## config.mk

```make
export PLATFORM = sky130hd
export DESIGN_NAME = low_power_bg_cal_scheduler
export DESIGN_NICKNAME = d
export VERILOG_FILES = /design/src/logic/lp_cal_pkg.sv /design/src/logic/interval_counter.sv /design/src/logic/low_power_bg_cal_scheduler.sv
export VERILOG_INCLUDE_DIRS = /design/src /design/src/logic
export SDC_FILE = /design/constraint.sdc
export NUM_CORES = 1
export LEC_CHECK = 0
export BUFFER_PORTS_ARGS = -buffer_cell sky130_fd_sc_hd__buf_2
export CORE_MARGIN = 10
export CORE_UTILIZATION = 53
export DETAILED_ROUTE_END_ITERATION = 8
export HOLD_SLACK_MARGIN = 0.06
export PLACE_DENSITY = 0.83
export SLEW_MARGIN = 5
export SYNTH_ARGS = -nofsm -noshare
export SYNTH_HDL_FRONTEND = slang
export SYNTH_SLANG_ARGS = --single-unit
```

## constraint.sdc

```tcl
create_clock -name sys_clk -period 2.8 [get_ports sys_clk]
set_input_delay 0.56 -clock sys_clk [delete_from_list [all_inputs] [get_ports sys_clk]]
set_output_delay 0.56 -clock sys_clk [all_outputs]
set_load 0.02 [all_outputs]
```

## src/logic/lp_cal_regs.svh

```systemverilog
// Register offsets, field positions, reset values and interval figures for
// the low-power calibration scheduler. Included by the scheduler logic only.
// What this block does
// - Software bit stands in for trigger pin.
// - Soft bit used when select zero; resets one.
// - Sleep code times sleep in autonomous low-power.
// - Sleep is (2^E+1)*256 clocks; code resets 4.
// - Wait wake settle time before calibrating.
// - Settle is (2^E+1)*256 clocks; code resets 1.
// - Trigger mode clear: sleep ends on timeout.
// - Trigger mode set: wake when trigger low.
// - Low-power enable gated by background calibration.
// - Select one uses pin, zero uses bit.
`ifndef LP_CAL_REGS_SVH
`define LP_CAL_REGS_SVH
`define SOFT_TRIG_OFFSET   8'h6c
`define LP_CTRL_OFFSET     8'h6e
`define SOFT_TRIG_RESET    8'h01
`define LP_CTRL_RESET      8'h88
`define SOFT_TRIG_BIT      0
`define LOW_POWER_CAL_ENABLE_BIT          0
`define WAKE_ON_TRIGGER_MODE_BIT        1
`define WAKE_LSB           3
`define WAKE_MSB           4
`define SLEEP_LSB          5
`define SLEEP_MSB          7
`define INTERVAL_UNIT      256
`define SLEEP_E0 3
`define SLEEP_E1 15
`define SLEEP_E2 18
`define SLEEP_E3 21
`define SLEEP_E4 24
`define SLEEP_E5 27
`define SLEEP_E6 30
`define SLEEP_E7 33
`define WAKE_E0 3
`define WAKE_E1 18
`define WAKE_E2 21
`define WAKE_E3 24
`endif

```

## src/logic/lp_cal_pkg.sv

```systemverilog
// Types shared by the scheduler logic.
// Assumes the register header is on the include path.
package lp_cal_pkg;
   typedef enum logic [1:0] {
      st_idle   = 2'b00,
      st_sleep  = 2'b01,
      st_settle = 2'b10,
      st_cal    = 2'b11
   } sched_state_type;
endpackage

```

## src/logic/interval_counter.sv

```systemverilog
// Down counter that times sleep and settle intervals in device clocks.
// Assumes a synchronous active-low reset and a single clock.
`timescale 1ns/100ps
module interval_counter #(
   parameter int WIDTH = 43
) (
   // Clock and reset
   input  wire logic             sys_clk,
   input  wire logic             rstn,
   // Control
   input  wire logic             load,
   input  wire logic [WIDTH-1:0] load_value,
   // Status
   output logic                  expired
);
   logic [WIDTH-1:0] remaining;

   // ======================================================================
   // Counting
   always_ff @(posedge sys_clk) begin
      if (!rstn) begin
         remaining <= '0;
         expired   <= 1'b0;
      end else if (load) begin
         remaining <= load_value;
         expired   <= 1'b0;
      end else if (remaining != '0) begin
         remaining <= remaining - 1'b1;
         expired   <= (remaining == {{(WIDTH-1){1'b0}}, 1'b1});
      end
   end
endmodule // interval_counter

```

## src/logic/low_power_bg_cal_scheduler.sv

```systemverilog
// Calibration trigger selection and low-power background calibration scheduler.
// Assumes a register port supplying address, write strobe and data each cycle,
// and a calibration engine that pulses cal_done when a core is calibrated.
`timescale 1ns/100ps
`include "lp_cal_regs.svh"
module low_power_bg_cal_scheduler #(
   parameter int CNT_WIDTH = 43,
   parameter int UNIT      = `INTERVAL_UNIT
) (
   // Clock and reset
   input  wire logic       sys_clk,
   input  wire logic       rstn,
   // Register port
   input  wire logic [7:0] reg_addr,
   input  wire logic       reg_wr,
   input  wire logic [7:0] reg_wdata,
   output logic      [7:0] reg_rdata,
   // Calibration configuration
   input  wire logic       trigger_source_select,
   input  wire logic       background_calibration_enable,
   input  wire logic       external_trigger_pin,
   // Calibration engine
   input  wire logic       cal_done,
   output logic            cal_trigger,
   output logic            core_asleep,
   output logic            cal_start
);
   logic                         software_calibration_trigger;
   logic [7:0]                   low_power_calibration_ctrl;
   logic [2:0]                   sleep_interval_code;
   logic [1:0]                   wake_settle_code;
   logic                         wake_on_trigger_mode;
   logic                         low_power_cal_enable;
   lp_cal_pkg::sched_state_type  state;
   logic                         load;
   logic [CNT_WIDTH-1:0]         load_value;
   logic                         expired;
   logic                         selected_trigger;
   logic                         lp_active;
   logic                         interval_done;
   logic                         wake_event;
   logic                         enter_sleep;
   logic                         enter_settle;
   logic                         settle_done;

   // Converts an exponent into (2^E + 1) * UNIT clock periods.
   function automatic logic [CNT_WIDTH-1:0] interval(input int e);
      logic [CNT_WIDTH-1:0] one;
      one = {{(CNT_WIDTH-1){1'b0}}, 1'b1};
      return ((one << e) + one) * CNT_WIDTH'(UNIT);
   endfunction

   function automatic logic [CNT_WIDTH-1:0] sleep_len(input logic [2:0] code);
      logic [CNT_WIDTH-1:0] v;
      unique case (code)
         3'h0: v = interval(`SLEEP_E0);
         3'h1: v = interval(`SLEEP_E1);
         3'h2: v = interval(`SLEEP_E2);
         3'h3: v = interval(`SLEEP_E3);
         3'h4: v = interval(`SLEEP_E4);
         3'h5: v = interval(`SLEEP_E5);
         3'h6: v = interval(`SLEEP_E6);
         3'h7: v = interval(`SLEEP_E7);
      endcase
      return v;
   endfunction

   function automatic logic [CNT_WIDTH-1:0] wake_len(input logic [1:0] code);
      logic [CNT_WIDTH-1:0] v;
      unique case (code)
         2'h0: v = interval(`WAKE_E0);
         2'h1: v = interval(`WAKE_E1);
         2'h2: v = interval(`WAKE_E2);
         2'h3: v = interval(`WAKE_E3);
      endcase
      return v;
   endfunction

   // Full-byte address match, shared by the write and the read decode.
   function automatic logic addr_hit(input logic [7:0] addr, input logic [7:0] offset);
      return addr == offset;
   endfunction

   // ======================================================================
   // Control fields
   assign sleep_interval_code  = low_power_calibration_ctrl[`SLEEP_MSB:`SLEEP_LSB];
   assign wake_settle_code     = low_power_calibration_ctrl[`WAKE_MSB:`WAKE_LSB];
   assign wake_on_trigger_mode = low_power_calibration_ctrl[`WAKE_ON_TRIGGER_MODE_BIT];
   assign low_power_cal_enable = low_power_calibration_ctrl[`LOW_POWER_CAL_ENABLE_BIT];

   // ======================================================================
   // Registers
   always_ff @(posedge sys_clk) begin
      if (!rstn) begin
         software_calibration_trigger <= 1'(`SOFT_TRIG_RESET);
      end else if (reg_wr && addr_hit(reg_addr, `SOFT_TRIG_OFFSET)) begin
         software_calibration_trigger <= reg_wdata[`SOFT_TRIG_BIT];
      end
   end

   // The reserved bit of the control register is kept as written.
   always_ff @(posedge sys_clk) begin
      if (!rstn) begin
         low_power_calibration_ctrl <= `LP_CTRL_RESET;
      end else if (reg_wr && addr_hit(reg_addr, `LP_CTRL_OFFSET)) begin
         low_power_calibration_ctrl <= reg_wdata;
      end
   end

   // Reserved bits of the trigger register read as zero; the control register
   // returns its reserved bit as written.
   always_ff @(posedge sys_clk) begin
      if (!rstn) begin
         reg_rdata <= 8'h00;
      end else if (addr_hit(reg_addr, `SOFT_TRIG_OFFSET)) begin
         reg_rdata <= {7'h00, software_calibration_trigger};
      end else if (addr_hit(reg_addr, `LP_CTRL_OFFSET)) begin
         reg_rdata <= low_power_calibration_ctrl;
      end else begin
         reg_rdata <= 8'h00;
      end
   end

   // ======================================================================
   // Trigger selection
   assign selected_trigger = trigger_source_select ? external_trigger_pin
                                                   : software_calibration_trigger;
   assign lp_active = low_power_cal_enable
                      && background_calibration_enable;

   always_ff @(posedge sys_clk) begin
      if (!rstn) begin
         cal_trigger <= 1'b1;
      end else begin
         cal_trigger <= selected_trigger;
      end
   end

   // ======================================================================
   // Interval events
   // The reload flag masks the counter's stale expiry from the previous
   // interval during the one cycle before the new value lands.
   assign interval_done = expired && !load;
   assign wake_event    = wake_on_trigger_mode ? !selected_trigger
                                               : interval_done;
   assign enter_sleep   = lp_active && ((state == lp_cal_pkg::st_idle)
                                        || (state == lp_cal_pkg::st_cal && cal_done));
   assign enter_settle  = lp_active && (state == lp_cal_pkg::st_sleep) && wake_event;
   assign settle_done   = lp_active && (state == lp_cal_pkg::st_settle) && interval_done;

   // ======================================================================
   // Scheduler
   always_ff @(posedge sys_clk) begin
      if (!rstn) begin
         state <= lp_cal_pkg::st_idle;
      end else if (!lp_active) begin
         state <= lp_cal_pkg::st_idle;
      end else begin
         unique case (state)
            lp_cal_pkg::st_idle: begin
               state <= lp_cal_pkg::st_sleep;
            end
            lp_cal_pkg::st_sleep: begin
               if (enter_settle) begin
                  state <= lp_cal_pkg::st_settle;
               end
            end
            lp_cal_pkg::st_settle: begin
               if (settle_done) begin
                  state <= lp_cal_pkg::st_cal;
               end
            end
            lp_cal_pkg::st_cal: begin
               if (cal_done) begin
                  state <= lp_cal_pkg::st_sleep;
               end
            end
         endcase
      end
   end

   // Codes are sampled at each reload, so a change made mid-interval takes
   // effect from the next sleep or wake, which keeps the counter coherent.
   always_ff @(posedge sys_clk) begin
      if (!rstn) begin
         load       <= 1'b0;
         load_value <= '0;
      end else begin
         load <= enter_sleep || enter_settle;
         if (enter_sleep) begin
            load_value <= sleep_len(sleep_interval_code);
         end else if (enter_settle) begin
            load_value <= wake_len(wake_settle_code);
         end
      end
   end

   interval_counter #(.WIDTH(CNT_WIDTH)) u_interval (
      .sys_clk    (sys_clk),
      .rstn       (rstn),
      .load       (load),
      .load_value (load_value),
      .expired    (expired)
   );

   always_ff @(posedge sys_clk) begin
      if (!rstn) begin
         core_asleep <= 1'b0;
      end else begin
         core_asleep <= lp_active && (state == lp_cal_pkg::st_sleep);
      end
   end

   // One-cycle start pulse; the engine answers with cal_done when finished.
   always_ff @(posedge sys_clk) begin
      if (!rstn) begin
         cal_start <= 1'b0;
      end else begin
         cal_start <= settle_done;
      end
   end
endmodule // low_power_bg_cal_scheduler

```

After elaboration in Yosys (flattened, before gate mapping)
Memories as Yosys holds them, arrays and structs flattened. A register that Yosys moved wholly into a read port is not among the register bits.
Index checks and enable logic that the tools add are counted.

word-level totals
  bits in registers = 110
  memory bits (read-only) = 64
  input bits = 23
  word-level logic and storage cells = 66
  memories kept = 1

memory list
  memory            words  width  rd ports  clocked after Yosys merged registers in  write ports  line                              RTL
  (name not given)  8      8      1         1                                        0            low_power_bg_cal_scheduler.sv:55  unique case (code)

cells by class
  add/sub/neg operators = 1
  equality and inequality tests = 12
  mux-type cells = 15
  bitwise operators = 2
  reductions and logical operators = 23

operators by type and width
  operator                                              count
  two-way mux 43 bit                                    4
  one-hot mux 43 bit (4 select lines)                   1
  equality test 43 x 1 -> 1 bit, second input constant  1
  nonzero test 43 bit                                   1
  subtractor 43 x 1 -> 43 bit, second input constant    1
  equality test 8 x 7 -> 1 bit, second input constant   2
  logical AND 1 bit                                     10
  equality test 2 bit, second input constant            4
  one-hot mux 2 bit (4 select lines)                    1
  two-way mux 2 bit                                     3
  two-way mux 3 bit                                     2
  inequality test 2 bit, second input constant          3
  equality test 2 x 1 -> 1 bit, second input constant   2
  zero test 2 bit                                       2
  two-way mux 1 bit                                     4
  nonzero test 2 bit                                    2
  AND reduction 3 bit                                   1
  OR reduction 3 bit                                    1
  zero test 1 bit                                       2
  logical OR 1 bit                                      2
  NOT 1 bit                                             2
  AND reduction 2 bit                                   1
  OR reduction 2 bit                                    1

Depth between registers and ports, before layout
Gate-level depths: netlist of the first run.

  depth after elaboration = 6
  depth in mapped cells = 9
  gate-level depth less buffers = 7

Cells and area by module
Synthesis of the first run repeated with hierarchy kept, for this count alone.

unflattened totals
  cell total of the unflattened synthesis = 470
  area total of the unflattened synthesis = 4319.1 um2

modules (own cells, without submodules)
  module                      times used  cells each  area each (um2)  seq. area each (um2)
  interval_counter            1           295         2648.8           880.8
  low_power_bg_cal_scheduler  1           175         1670.4           800.8

Worst setup path before layout of the first run
Ideal clock, no wire load.

  path type = flip-flop to flip-flop
  from = register u_interval.remaining[0]
  to = register u_interval.remaining[36]
  setup time = 70 ps
  arrival = 2609 ps
  data required time = 2730 ps
  setup slack = 121 ps
  stages on the path, launching flop included = 9
  buffers on the path = 1
  period minus slack after synthesis = 2679 ps
  cells stage by stage = dfxtp_1 -> inv_1 -> ha_1 -> clkbuf_1 -> or3b_2 -> or4_4 -> or4_4 -> or4_1 -> a21oi_1

on the way
  longest elaborated chain between the ends = 3

ends and longest elaborated chain
  what                         line                    RTL
  start: declaration           interval_counter.sv:16  logic [WIDTH-1:0] remaining;
  start signal: assignment     interval_counter.sv:25  remaining <= load_value;
  start signal: assignment     interval_counter.sv:28  remaining <= remaining - 1'b1;
  subtractor 43 x 1 -> 43 bit  interval_counter.sv:28
  two-way mux 43 bit           interval_counter.sv:27  end else if (remaining != '0) begin
  two-way mux 43 bit           interval_counter.sv:24  end else if (load) begin

Parallel ways exist; a longest one is shown, timed or not. The select of a mux whose other input is x is not followed.
A chain may end at the register's enable or synchronous reset.

Worst setup path in the final report of the first run
  from = register u_interval.remaining[2]
  to = register u_interval.remaining[36]

The elaborated chain is that of the path after synthesis.

==> results of run 1 <==
## worst max-delay path by stage
| stage | from | end | slack [ns] | cells after the start |
|---|---|---|---|---|
| final | u_interval.remaining[2] | u_interval.remaining[36] | 0.17 | 5 |
| after global routing | u_interval.remaining[0] | u_interval.remaining[36] | 0.07 | 7 |
| after CTS | u_interval.remaining[2] | u_interval.remaining[36] | 0.19 | 5 |
| after detailed placement | u_interval.remaining[0] | u_interval.remaining[36] | 0.21 | 7 |
| after global placement | u_interval.remaining[2] | u_interval.remaining[36] | 0.23 | 5 |
| after floorplan | u_interval.remaining[0] | u_interval.remaining[36] | 0.12 | 8 |
## layer usage
layer	global-route usage [%]	wire length (um)
met1	20.7	4150
met2	30.9	4920
met3	4.20	502
met4	7.16	182
met5	0	0
## power by group through the flow
stage / Sequential [W] / Clock [W] / Combinational [W]
after global placement: 0.00170 / 0 / 0.00285
after CTS: 0.00169 / 0.000887 / 0.00295
after global routing: 0.00174 / 0.000937 / 0.00333
after detailed placement: 0.00172 / 0 / 0.00292
final: 0.00170 / 0.000877 / 0.00299
after floorplan: 0.00164 / 0 / 0.00203
## registers in the layout, summed over array words and instances (netlist names), named ones only
name and count:
core_asleep 1, low_power_calibration_ctrl 8, reg_rdata 8, load_value 9
load 1, state 2, cal_start 1, u_interval.remaining 43
u_interval.expired 1, software_calibration_trigger 1, cal_trigger 1
## cell type report
| cell class | instances | share of cell area, % |
|---|---|---|
| Inverter | 17 | 1.43 |
| Clock buffer | 9 | 2.77 |
| Tap cell | 99 | 2.77 |
| Sequential cell | 84 | 37.6 |
| Timing Repair Buffer | 55 | 7.39 |
| Multi-Input combinational cell | 346 | 46.3 |
| Clock inverter | 7 | 1.68 |
## synthesized netlist by cell type, types with 10 or more instances
cell / number / area [um2]
dfxtp_1: 84 / 1680
a21oi_1: 47 / 235
nand2_1: 37 / 139
nor2_1: 35 / 131
nand3_1: 28 / 140
o21ai_0: 28 / 140
or3_1: 19 / 119
clkbuf_1: 18 / 67.6
nor3_1: 18 / 90.1
nor4_1: 15 / 93.8
inv_1: 14 / 52.6
or4_1: 12 / 90.1
nand4_1: 10 / 62.6
## worst max-delay path, cell delays in order (launching register included)
cell and delay (ns):
dfxtp_1 0.37, or4_1 0.59, or4_4 0.59, or4_4 0.45
or4_1 0.41, a21oi_1 0.15
## cells by family after synthesis
family	after synthesis	synth area share [%]
buf+inv	37	3.63
fa+ha+maj	7	2.25
compound gates	116	18.2
mux	6	1.58
flops	84	43.2
xor+xnor	6	1.35
simple gates	211	29.8
## through the flow
stage                     std cells  hold slack (ns)
after global routing            617            0.422
after floorplan                 467            0.417
after global placement          601            0.431
after detailed placement        601            0.437
final                           617            0.421
after CTS                       617            0.412
==> flow_summary_export.csv, run 1 <==
group,metric,value,unit
detailed_routing,wl_per_cell,15.8,um
synth,syn_inst,467,
hold_path,worstHoldStart,"reg_wdata[3]",
setup_path,crit_fanout,7,
sta,setup_ws,0.170,ns
detailed_routing,wl,9750,um
hold_path,worstHoldPathType,"primary input to flop",
detailed_routing,drt_pass1_iterations,4,
placed_design,pre_cts_ws,0.207,ns
sta,setup_viol,0,
grt,grt_max_degree,26,
synth,avgSynthCellArea,8.33,um2
final_layout,multi_input_area,2070,um2
clock_tree,cts_hold_buf,0,
clock_tree,clkTransAtPathRegs,0.09,ns
setup_path,crit_type,"flop to flop",
sta,rsz0062_at_grt,"false",
final_layout,synthToLayoutAreaGrowth,14.8,%
sta,period_minus_slack,2.63,ns
run,max_cap_violations,0,
floorplan,die_y,106,um
sta,period_share,93.9,%
detailed_routing,viasPerCell,6.00,
synth,synthFlopType,"dfxtp_1",
sta,relSlewSlack,53.4,%
setup_path,reg2reg_from,"u_interval.remaining[2]",
final_layout,num_antenna_cells,0,
final_layout,fin_area,4470,um2
synth,yosys_warnings,0,
final_layout,fin_util,61.9,%
floorplan,start_util,53.9,%
sta,worst_pin_slew,0.693,ns
setup_path,r2r.worst_path.cells,5,
outcome,outcome,"finished clean",
pwr,p_switching,0.00257,W
clock_tree,cts_tree,"yes",
final_layout,fin_nets,543,
pwr,p_leak,1.70,nW
sta,fmax,380,MHz
pwr,power_density,1250,nW/um2
final_layout,layout_common_cells,"dfxtp_1, a21oi_1, nand2_1, nor2_1, buf_2",
clock_tree,ctsHtreeMaxLevel,3,
grt,gr-usage-all-layers,17.9,%
pwr,max-vdd-ir-drop,488,uV
sta,drv_slew,0,
floorplan,rows,31,
synth,ys_ff_latch,84,
placed_design,dp_hpwl,7290,um
placed_design,dpl_cell_area,4270,um2
final_layout,regArea,1680,um2
synth,synth-seq-area-share,43.2,%
setup_path,end_kind,"flop",
pwr,seq_power_share,30.5,%
hold_path,hold_depth,3,
pwr,p_int,0.00300,W
clock_tree,numCtsBuffers,9,
clock_tree,cts_resized,0,
floorplan,io_pins,34,
floorplan,dieArea,11200,um2
sta,finClkSkew,0.00889,ns
synth,synth_nets,497,
placed_design,port_buffers,33,
setup_path,rrSetupSlack,0.17,ns
sta,setup_tns,0,ns
floorplan,die_w,106,um
grt,grt_overflow,0,
clock_tree,clk_latency,0.36,ns
synth,async_reset_ff_share,0,%
pwr,p_comb_share,53.7,%
synth,netlist_area,3890,um2
synth,yosysUniqueCellTypes,49,
setup_path,cp_data_required_time,3.09,ns
sta,final_hold_viol_count,0,
clock_tree,cts_setup_buffers,0,
detailed_routing,ant_nets,0,
setup_path,arrival,2.92,ns
final_layout,mostFrequentLayoutCell,"dfxtp_1",
synth,synth-edff-count,0,
pwr,p_clk_share,15.7,%
grt,grt_pass1_vias,3660,
detailed_routing,first_iter_violations,202,
pwr,total_power,0.00557,W
detailed_routing,drc,0,
final_layout,drive_above_1_share,15.3,%
clock_tree,root_buffer,"clkbuf_8",
floorplan,core,7210,um2
placed_design,gp_congestion,0.917,
final_layout,fillers,658,
pwr,p_sw_share,46.1,%
clock_tree,cts_buffer_depth,2,
clock_tree,cts_sinks,84,
hold_path,holdPathEnd,"low_power_calibration_ctrl[3]",
setup_path,critPathLaunchType,"flop",
grt,antenna_found_initial,0,
grt,grt_pass1_wl,17000,um
setup_path,rr_endpoint,"u_interval.remaining[36]",
detailed_routing,vias,3705,
(Power assumes the default switching activity.)
==> run 2, diff against run 1 <==
ABC_AREA = 1   (was default)
CORE_UTILIZATION = 55   (was 53)
PLACE_DENSITY = 0.82   (was 0.83)
clock period = 3.3 ns   (was 2.8 ns; I/O delays follow)
==> flow_summary_export.csv, run 2 <==
group,metric,value,unit
setup_path,cp_data_required_time,3.52,ns
final_layout,mostFrequentLayoutCell,"nand2_1",
sta,period_minus_slack,2.15,ns
hold_path,worstHoldPathType,"flop to flop",
synth,synth_nets,631,
final_layout,largest_reg_flops,43,
grt,grt_overflow,0,
synth,yosysMostFrequentCell,"nand2_1",
setup_path,critical-path-max-stage-delay,0.38,ns
setup_path,cp_slowest_cell,"ha_1",
floorplan,die_w,107,um
placed_design,pre_cts_ws,1.11,ns
synth,yosysUniqueCellTypes,38,
final_layout,regMostFlops,"u_interval.remaining",
synth,ys_ff_latch,84,
sta,rsz0062_at_grt,"false",
detailed_routing,drc,0,
placed_design,gp_congestion,0.991,
sta,relSlewSlack,48.5,%
hold_path,worstHoldStart,"low_power_calibration_ctrl[7]",
detailed_routing,vias,3929,
clock_tree,root_buffer,"clkbuf_8",
synth,synthTopCellsByCount,"nand2_1, nor2_1, dfxtp_1",
detailed_routing,drt_pass1_iterations,5,
final_layout,num_antenna_cells,0,
detailed_routing,first_iter_violations,213,
sta,setup_tns,0,ns
synth,yosys.area.top_type,"dfxtp_1",
setup_path,r2r.worst_path.cells,9,
synth,synthFlopType,"dfxtp_1",
floorplan,io_pins,34,
clock_tree,ctsHtreeMaxLevel,3,
clock_tree,cts_hold_buf,0,
floorplan,rows,31,
final_layout,layout_common_cells,"nand2_1, nor2_1, dfxtp_1, inv_1, nand3_1",
sta,fmax,466,MHz
floorplan,die_y,107,um
setup_path,end_kind,"flop",
synth,synth-edff-count,0,
clock_tree,clk_latency,0.36,ns
sta,setup_viol,0,
outcome,outcome,"finished clean",
final_layout,synthToLayoutAreaGrowth,10.5,%
final_layout,drive_above_1_share,11.9,%
final_layout,fin_nets,664,
setup_path,cp_cell_sequence,"inv_1 -> ha_1 -> nand2_4 -> nor2_4 -> nand2_4 -> nor2_4 -> nand2_4 -> nor2_8 -> nor3_1",
sta,finClkSkew,0.00996,ns
final_layout,multi_input_area,2150,um2
detailed_routing,wl_per_cell,14.0,um
synth,yosys_warnings,0,
detailed_routing,wl,10300,um
setup_path,arrival,2.37,ns
placed_design,dp_hpwl,7720,um
final_layout,fillers,676,
synth,syn_inst,601,
synth,synth_area_leaders,"dfxtp_1, nand2_1, nor2_1, inv_1, nand3_1",
sta,worst_pin_slew,0.769,ns
grt,grt_pass1_wl,17000,um
placed_design,port_buffers,33,
detailed_routing,ant_nets,0,
synth,async_reset_ff_share,0,%
synth,synth-seq-area-share,40.8,%
grt,grt_pass1_vias,3793,
final_layout,regArea,1680,um2
floorplan,dieArea,11400,um2
setup_path,rr_endpoint,"u_interval.remaining[25]",
final_layout,reg_top3,"u_interval.remaining (43), load_value (9)",
setup_path,cpMostUsedCell,"nand2_4",
floorplan,core,7250,um2
run,max_cap_violations,0,
clock_tree,numCtsBuffers,9,
final_layout,fin_util,62.8,%
detailed_routing,viasPerCell,5.32,
sta,setup_ws,1.15,ns
setup_path,crit_type,"flop to flop",
clock_tree,cts_buffer_depth,2,
grt,gr-usage-all-layers,18.1,%
sta,drv_slew,0,
clock_tree,cts_sinks,84,
setup_path,reg2reg_from,"u_interval.remaining[0]",
grt,antenna_found_initial,0,
sta,final_hold_viol_count,0,
setup_path,critPathLaunchType,"flop",
floorplan,start_util,56.9,%
hold_path,hold_depth,2,
synth,avgSynthCellArea,6.86,um2
clock_tree,cts_resized,0,
setup_path,crit_fanout,17,
synth,synth_top_area_share,40.8,%
synth,netlist_area,4120,um2
hold_path,holdPathEnd,"reg_rdata[7]",
setup_path,rrSetupSlack,1.15,ns
grt,grt_max_degree,42,
clock_tree,cts_setup_buffers,0,
clock_tree,cts_tree,"yes",
clock_tree,clkTransAtPathRegs,0.08,ns
sta,period_share,65.1,%
run 2: cell count changes in the layout (fill, tap and decap cells not counted), moves of 8 or more:
| cell | previous run | this run |
|---|---|---|
| or3_1 | 19 | 0 |
| o21ai_0 | 28 | 18 |
| nand2_1 | 37 | 136 |
| nand3_1 | 28 | 40 |
| a21oi_1 | 47 | 30 |
| buf_4 | 22 | 2 |
| nor2_1 | 35 | 118 |
| xor2_1 | 2 | 10 |
| inv_1 | 14 | 57 |
| or4_1 | 12 | 0 |
run 2: routing by layer:
layer	share of wire (%)	up-vias	GRT usage, %
li1	-	1995	-
met1	44	1782	20.6
met2	46	125	31.1
met3	6.9	27	5.03
met4	2.8	0	8.12
met5	0	-	0
run 2: critical path, delay by kind of cell (launching register included):
kind / cells / cell delay [ns]
simple gates: 7 / 1.21
fa+ha+maj: 1 / 0.38
flops: 1 / 0.32
buf+inv: 1 / 0.11
run 2: cells by family after synthesis:
logic type                 after synthesis  share of synthesized area [%]
and+or+nand+nor                        359                           38.6
DFF                                     84                           40.8
buffers and inverters                   74                           7.19
AOI/OAI and AO/OA                       65                           8.80
xor gates and xnor gates                12                           2.55
adders and majority gates                7                           2.12
run 2: layout make-up:
class                   count  share of cell area, %
well taps                  99                   2.72
repair buffers             35                   3.95
clock buffers              12                   3.62
multi-input cells         443                   47.1
clock inverters             4                  0.686
flip-flops and latches     84                   36.9
inverters                  61                   5.05
run 2: worst max-delay path by stage:
stage          depth (start not counted)  slack (ns)                  endpoint                     from
6_report                               9        1.15  u_interval.remaining[25]  u_interval.remaining[0]
5_1_grt                                9        1.02  u_interval.remaining[28]  u_interval.remaining[0]
3_5_place_dp                          13        1.11                      flop              reg_addr[4]
4_1_cts                                9        1.17  u_interval.remaining[28]  u_interval.remaining[0]
2_1_floorplan                         11        1.55  u_interval.remaining[20]  u_interval.remaining[0]
3_3_place_gp                           5        1.22   u_interval.remaining[5]                     rstn
run 2: through the flow:
step	std cells	instance area, um2	hold slack [ns]
after floorplan	601	4120	0.408
after global placement	722	4360	0.427
after detailed placement	722	4360	0.425
after CTS	738	4560	0.447
after global routing	738	4560	0.468
final	738	4560	0.444
Power of run 2 is left out: the tool's default activity adds up to more than one toggle a clock period on the data nets, which glitch-free logic cannot reach.
==> run 3, diff against run 2 <==
clock period = 2.2 ns   (was 3.3 ns; I/O delays follow)
==> flow_summary_export.csv, run 3 (same netlist as run 2, synthesis figures left out) <==
group,metric,value,unit
grt,grt_max_degree,38,
sta,drv_slew,0,
sta,worst_pin_slew,0.505,ns
floorplan,start_util,56.9,%
setup_path,rr_endpoint,"u_interval.remaining[21]",
final_layout,multi_input_area,2150,um2
outcome,outcome,"finished clean",
grt,grt_pass1_vias,3678,
final_layout,regArea,1680,um2
sta,period_minus_slack,1.93,ns
setup_path,rrSetupSlack,0.27,ns
placed_design,port_buffers,33,
floorplan,core,7250,um2
clock_tree,numCtsBuffers,9,
final_layout,fin_nets,668,
sta,finClkSkew,0.0102,ns
final_layout,fin_area,4600,um2
grt,met3_usage,4.07,%
floorplan,rows,31,
sta,setup_tns,0,ns
placed_design,dpl_cell_area,4390,um2
setup_path,cp_data_required_time,2.43,ns
placed_design,gp_congestion,0.952,
detailed_routing,wl,10200,um
grt,grt_pass1_wl,17000,um
placed_design,dp_hpwl,7750,um
sta,relSlewSlack,66.2,%
detailed_routing,drc,0,
hold_path,worstHoldPathType,"primary input to flop",
clock_tree,cts_sinks,84,
setup_path,arrival,2.16,ns
clock_tree,cts_tree,"yes",
sta,fmax,519,MHz
setup_path,crit_start,"u_interval.remaining[0]",
clock_tree,cts_hold_buf,0,
clock_tree,cts_setup_buffers,0,
run,max_cap_violations,0,
grt,grt_overflow,0,
final_layout,regMostFlops,"u_interval.remaining",
setup_path,r2r.worst_path.cells,9,
floorplan,die_y,107,um
grt,gr-usage-all-layers,18.1,%
grt,met2_usage,29.6,%
setup_path,worstSetupEndpoint,"u_interval.remaining[21]",
sta,rsz0062_at_grt,"false",
sta,setup_viol,0,
final_layout,layout_common_cells,"nand2_1, nor2_1, dfxtp_1, inv_1, nand3_1",
sta,final_hold_viol_count,0,
grt,antenna_found_initial,0,
hold_path,hold_depth,3,
grt,use_met1,21.9,%
final_layout,num_antenna_cells,0,
setup_path,reg2reg_from,"u_interval.remaining[0]",
floorplan,dieArea,11400,um2
detailed_routing,ant_nets,0,
clock_tree,cts_buffer_depth,2,
floorplan,io_pins,34,
floorplan,die_w,107,um
final_layout,mostFrequentLayoutCell,"nand2_1",
setup_path,crit_fanout,17,
final_layout,largest_reg_flops,43,
final_layout,synthToLayoutAreaGrowth,11.6,%
final_layout,fillers,695,
clock_tree,clkTransAtPathRegs,0.09,ns
sta,setup_ws,0.272,ns
setup_path,crit_type,"flop to flop",
detailed_routing,vias,3957,
clock_tree,root_buffer,"clkbuf_8",
sta,period_share,87.6,%
final_layout,drive_above_1_share,12.4,%
clock_tree,cts_resized,0,
clock_tree,clk_latency,0.35,ns
setup_path,critPathLaunchType,"flop",
detailed_routing,first_iter_violations,247,
detailed_routing,wl_per_cell,13.7,um
placed_design,pre_cts_ws,0.269,ns
detailed_routing,drt_pass1_iterations,5,
clock_tree,ctsHtreeMaxLevel,3,
detailed_routing,viasPerCell,5.33,
grt,top_usage_layer,"met2",
setup_path,end_kind,"flop",
sta,hold_slack,0.309,ns
final_layout,reg_top3,"u_interval.remaining (43), load_value (9)",
run 3: cell count changes in the layout (fill, tap and decap cells not counted):
cell / change
bufinv_16: +1
clkbuf_8: -2
clkinv_2: -1
clkinvlp_4: +2
buf_4: +4
run 3: per-stage QoR:
stage	utilization [%]	instances
after floorplan	-	601
after global placement	60.5	726
after detailed placement	60.5	726
after CTS	63.4	742
after global routing	63.4	742
final	63.4	742
run 3: area by class of cell:
type | instances | area share (%)
multi-input cells | 443 | 46.6
clock buffers | 10 | 2.99
repair buffers | 39 | 4.57
inverters | 61 | 5.00
flip-flops and latches | 84 | 36.6
clock inverters | 6 | 1.55
well taps | 99 | 2.69
run 3: per-layer routing:
metal | part of all wire (%) | vias up
met1 | 43 | 1783
met4 | 3.0 | 0
met2 | 47 | 138
li1 | - | 2011
met5 | 0 | -
met3 | 7.1 | 25
run 3: worst min-delay path by stage:
| stage | startpoint | end | slack (ns) |
|---|---|---|---|
| 2_1_floorplan | low_power_calibration_ctrl[7] | reg_rdata[7] | 0.41 |
| 3_3_place_gp | low_power_calibration_ctrl[7] | reg_rdata[7] | 0.43 |
| 3_5_place_dp | low_power_calibration_ctrl[7] | reg_rdata[7] | 0.42 |
| 4_1_cts | reg_wdata[3] | low_power_calibration_ctrl[3] | 0.31 |
| 5_1_grt | reg_wdata[3] | low_power_calibration_ctrl[3] | 0.33 |
| 6_report | reg_wdata[3] | low_power_calibration_ctrl[3] | 0.31 |
run 3: worst max-delay path, stage by stage, from the launching register on:
cell and delay [ns]:
dfxtp_1 0.32, inv_1 0.12, ha_1 0.24, nand2_4 0.10
nor2_4 0.22, nand2_4 0.08, nor2_4 0.17, nand2_4 0.17
nor2_8 0.29, nor3_1 0.10
Power of run 3 is left out for the same reason.
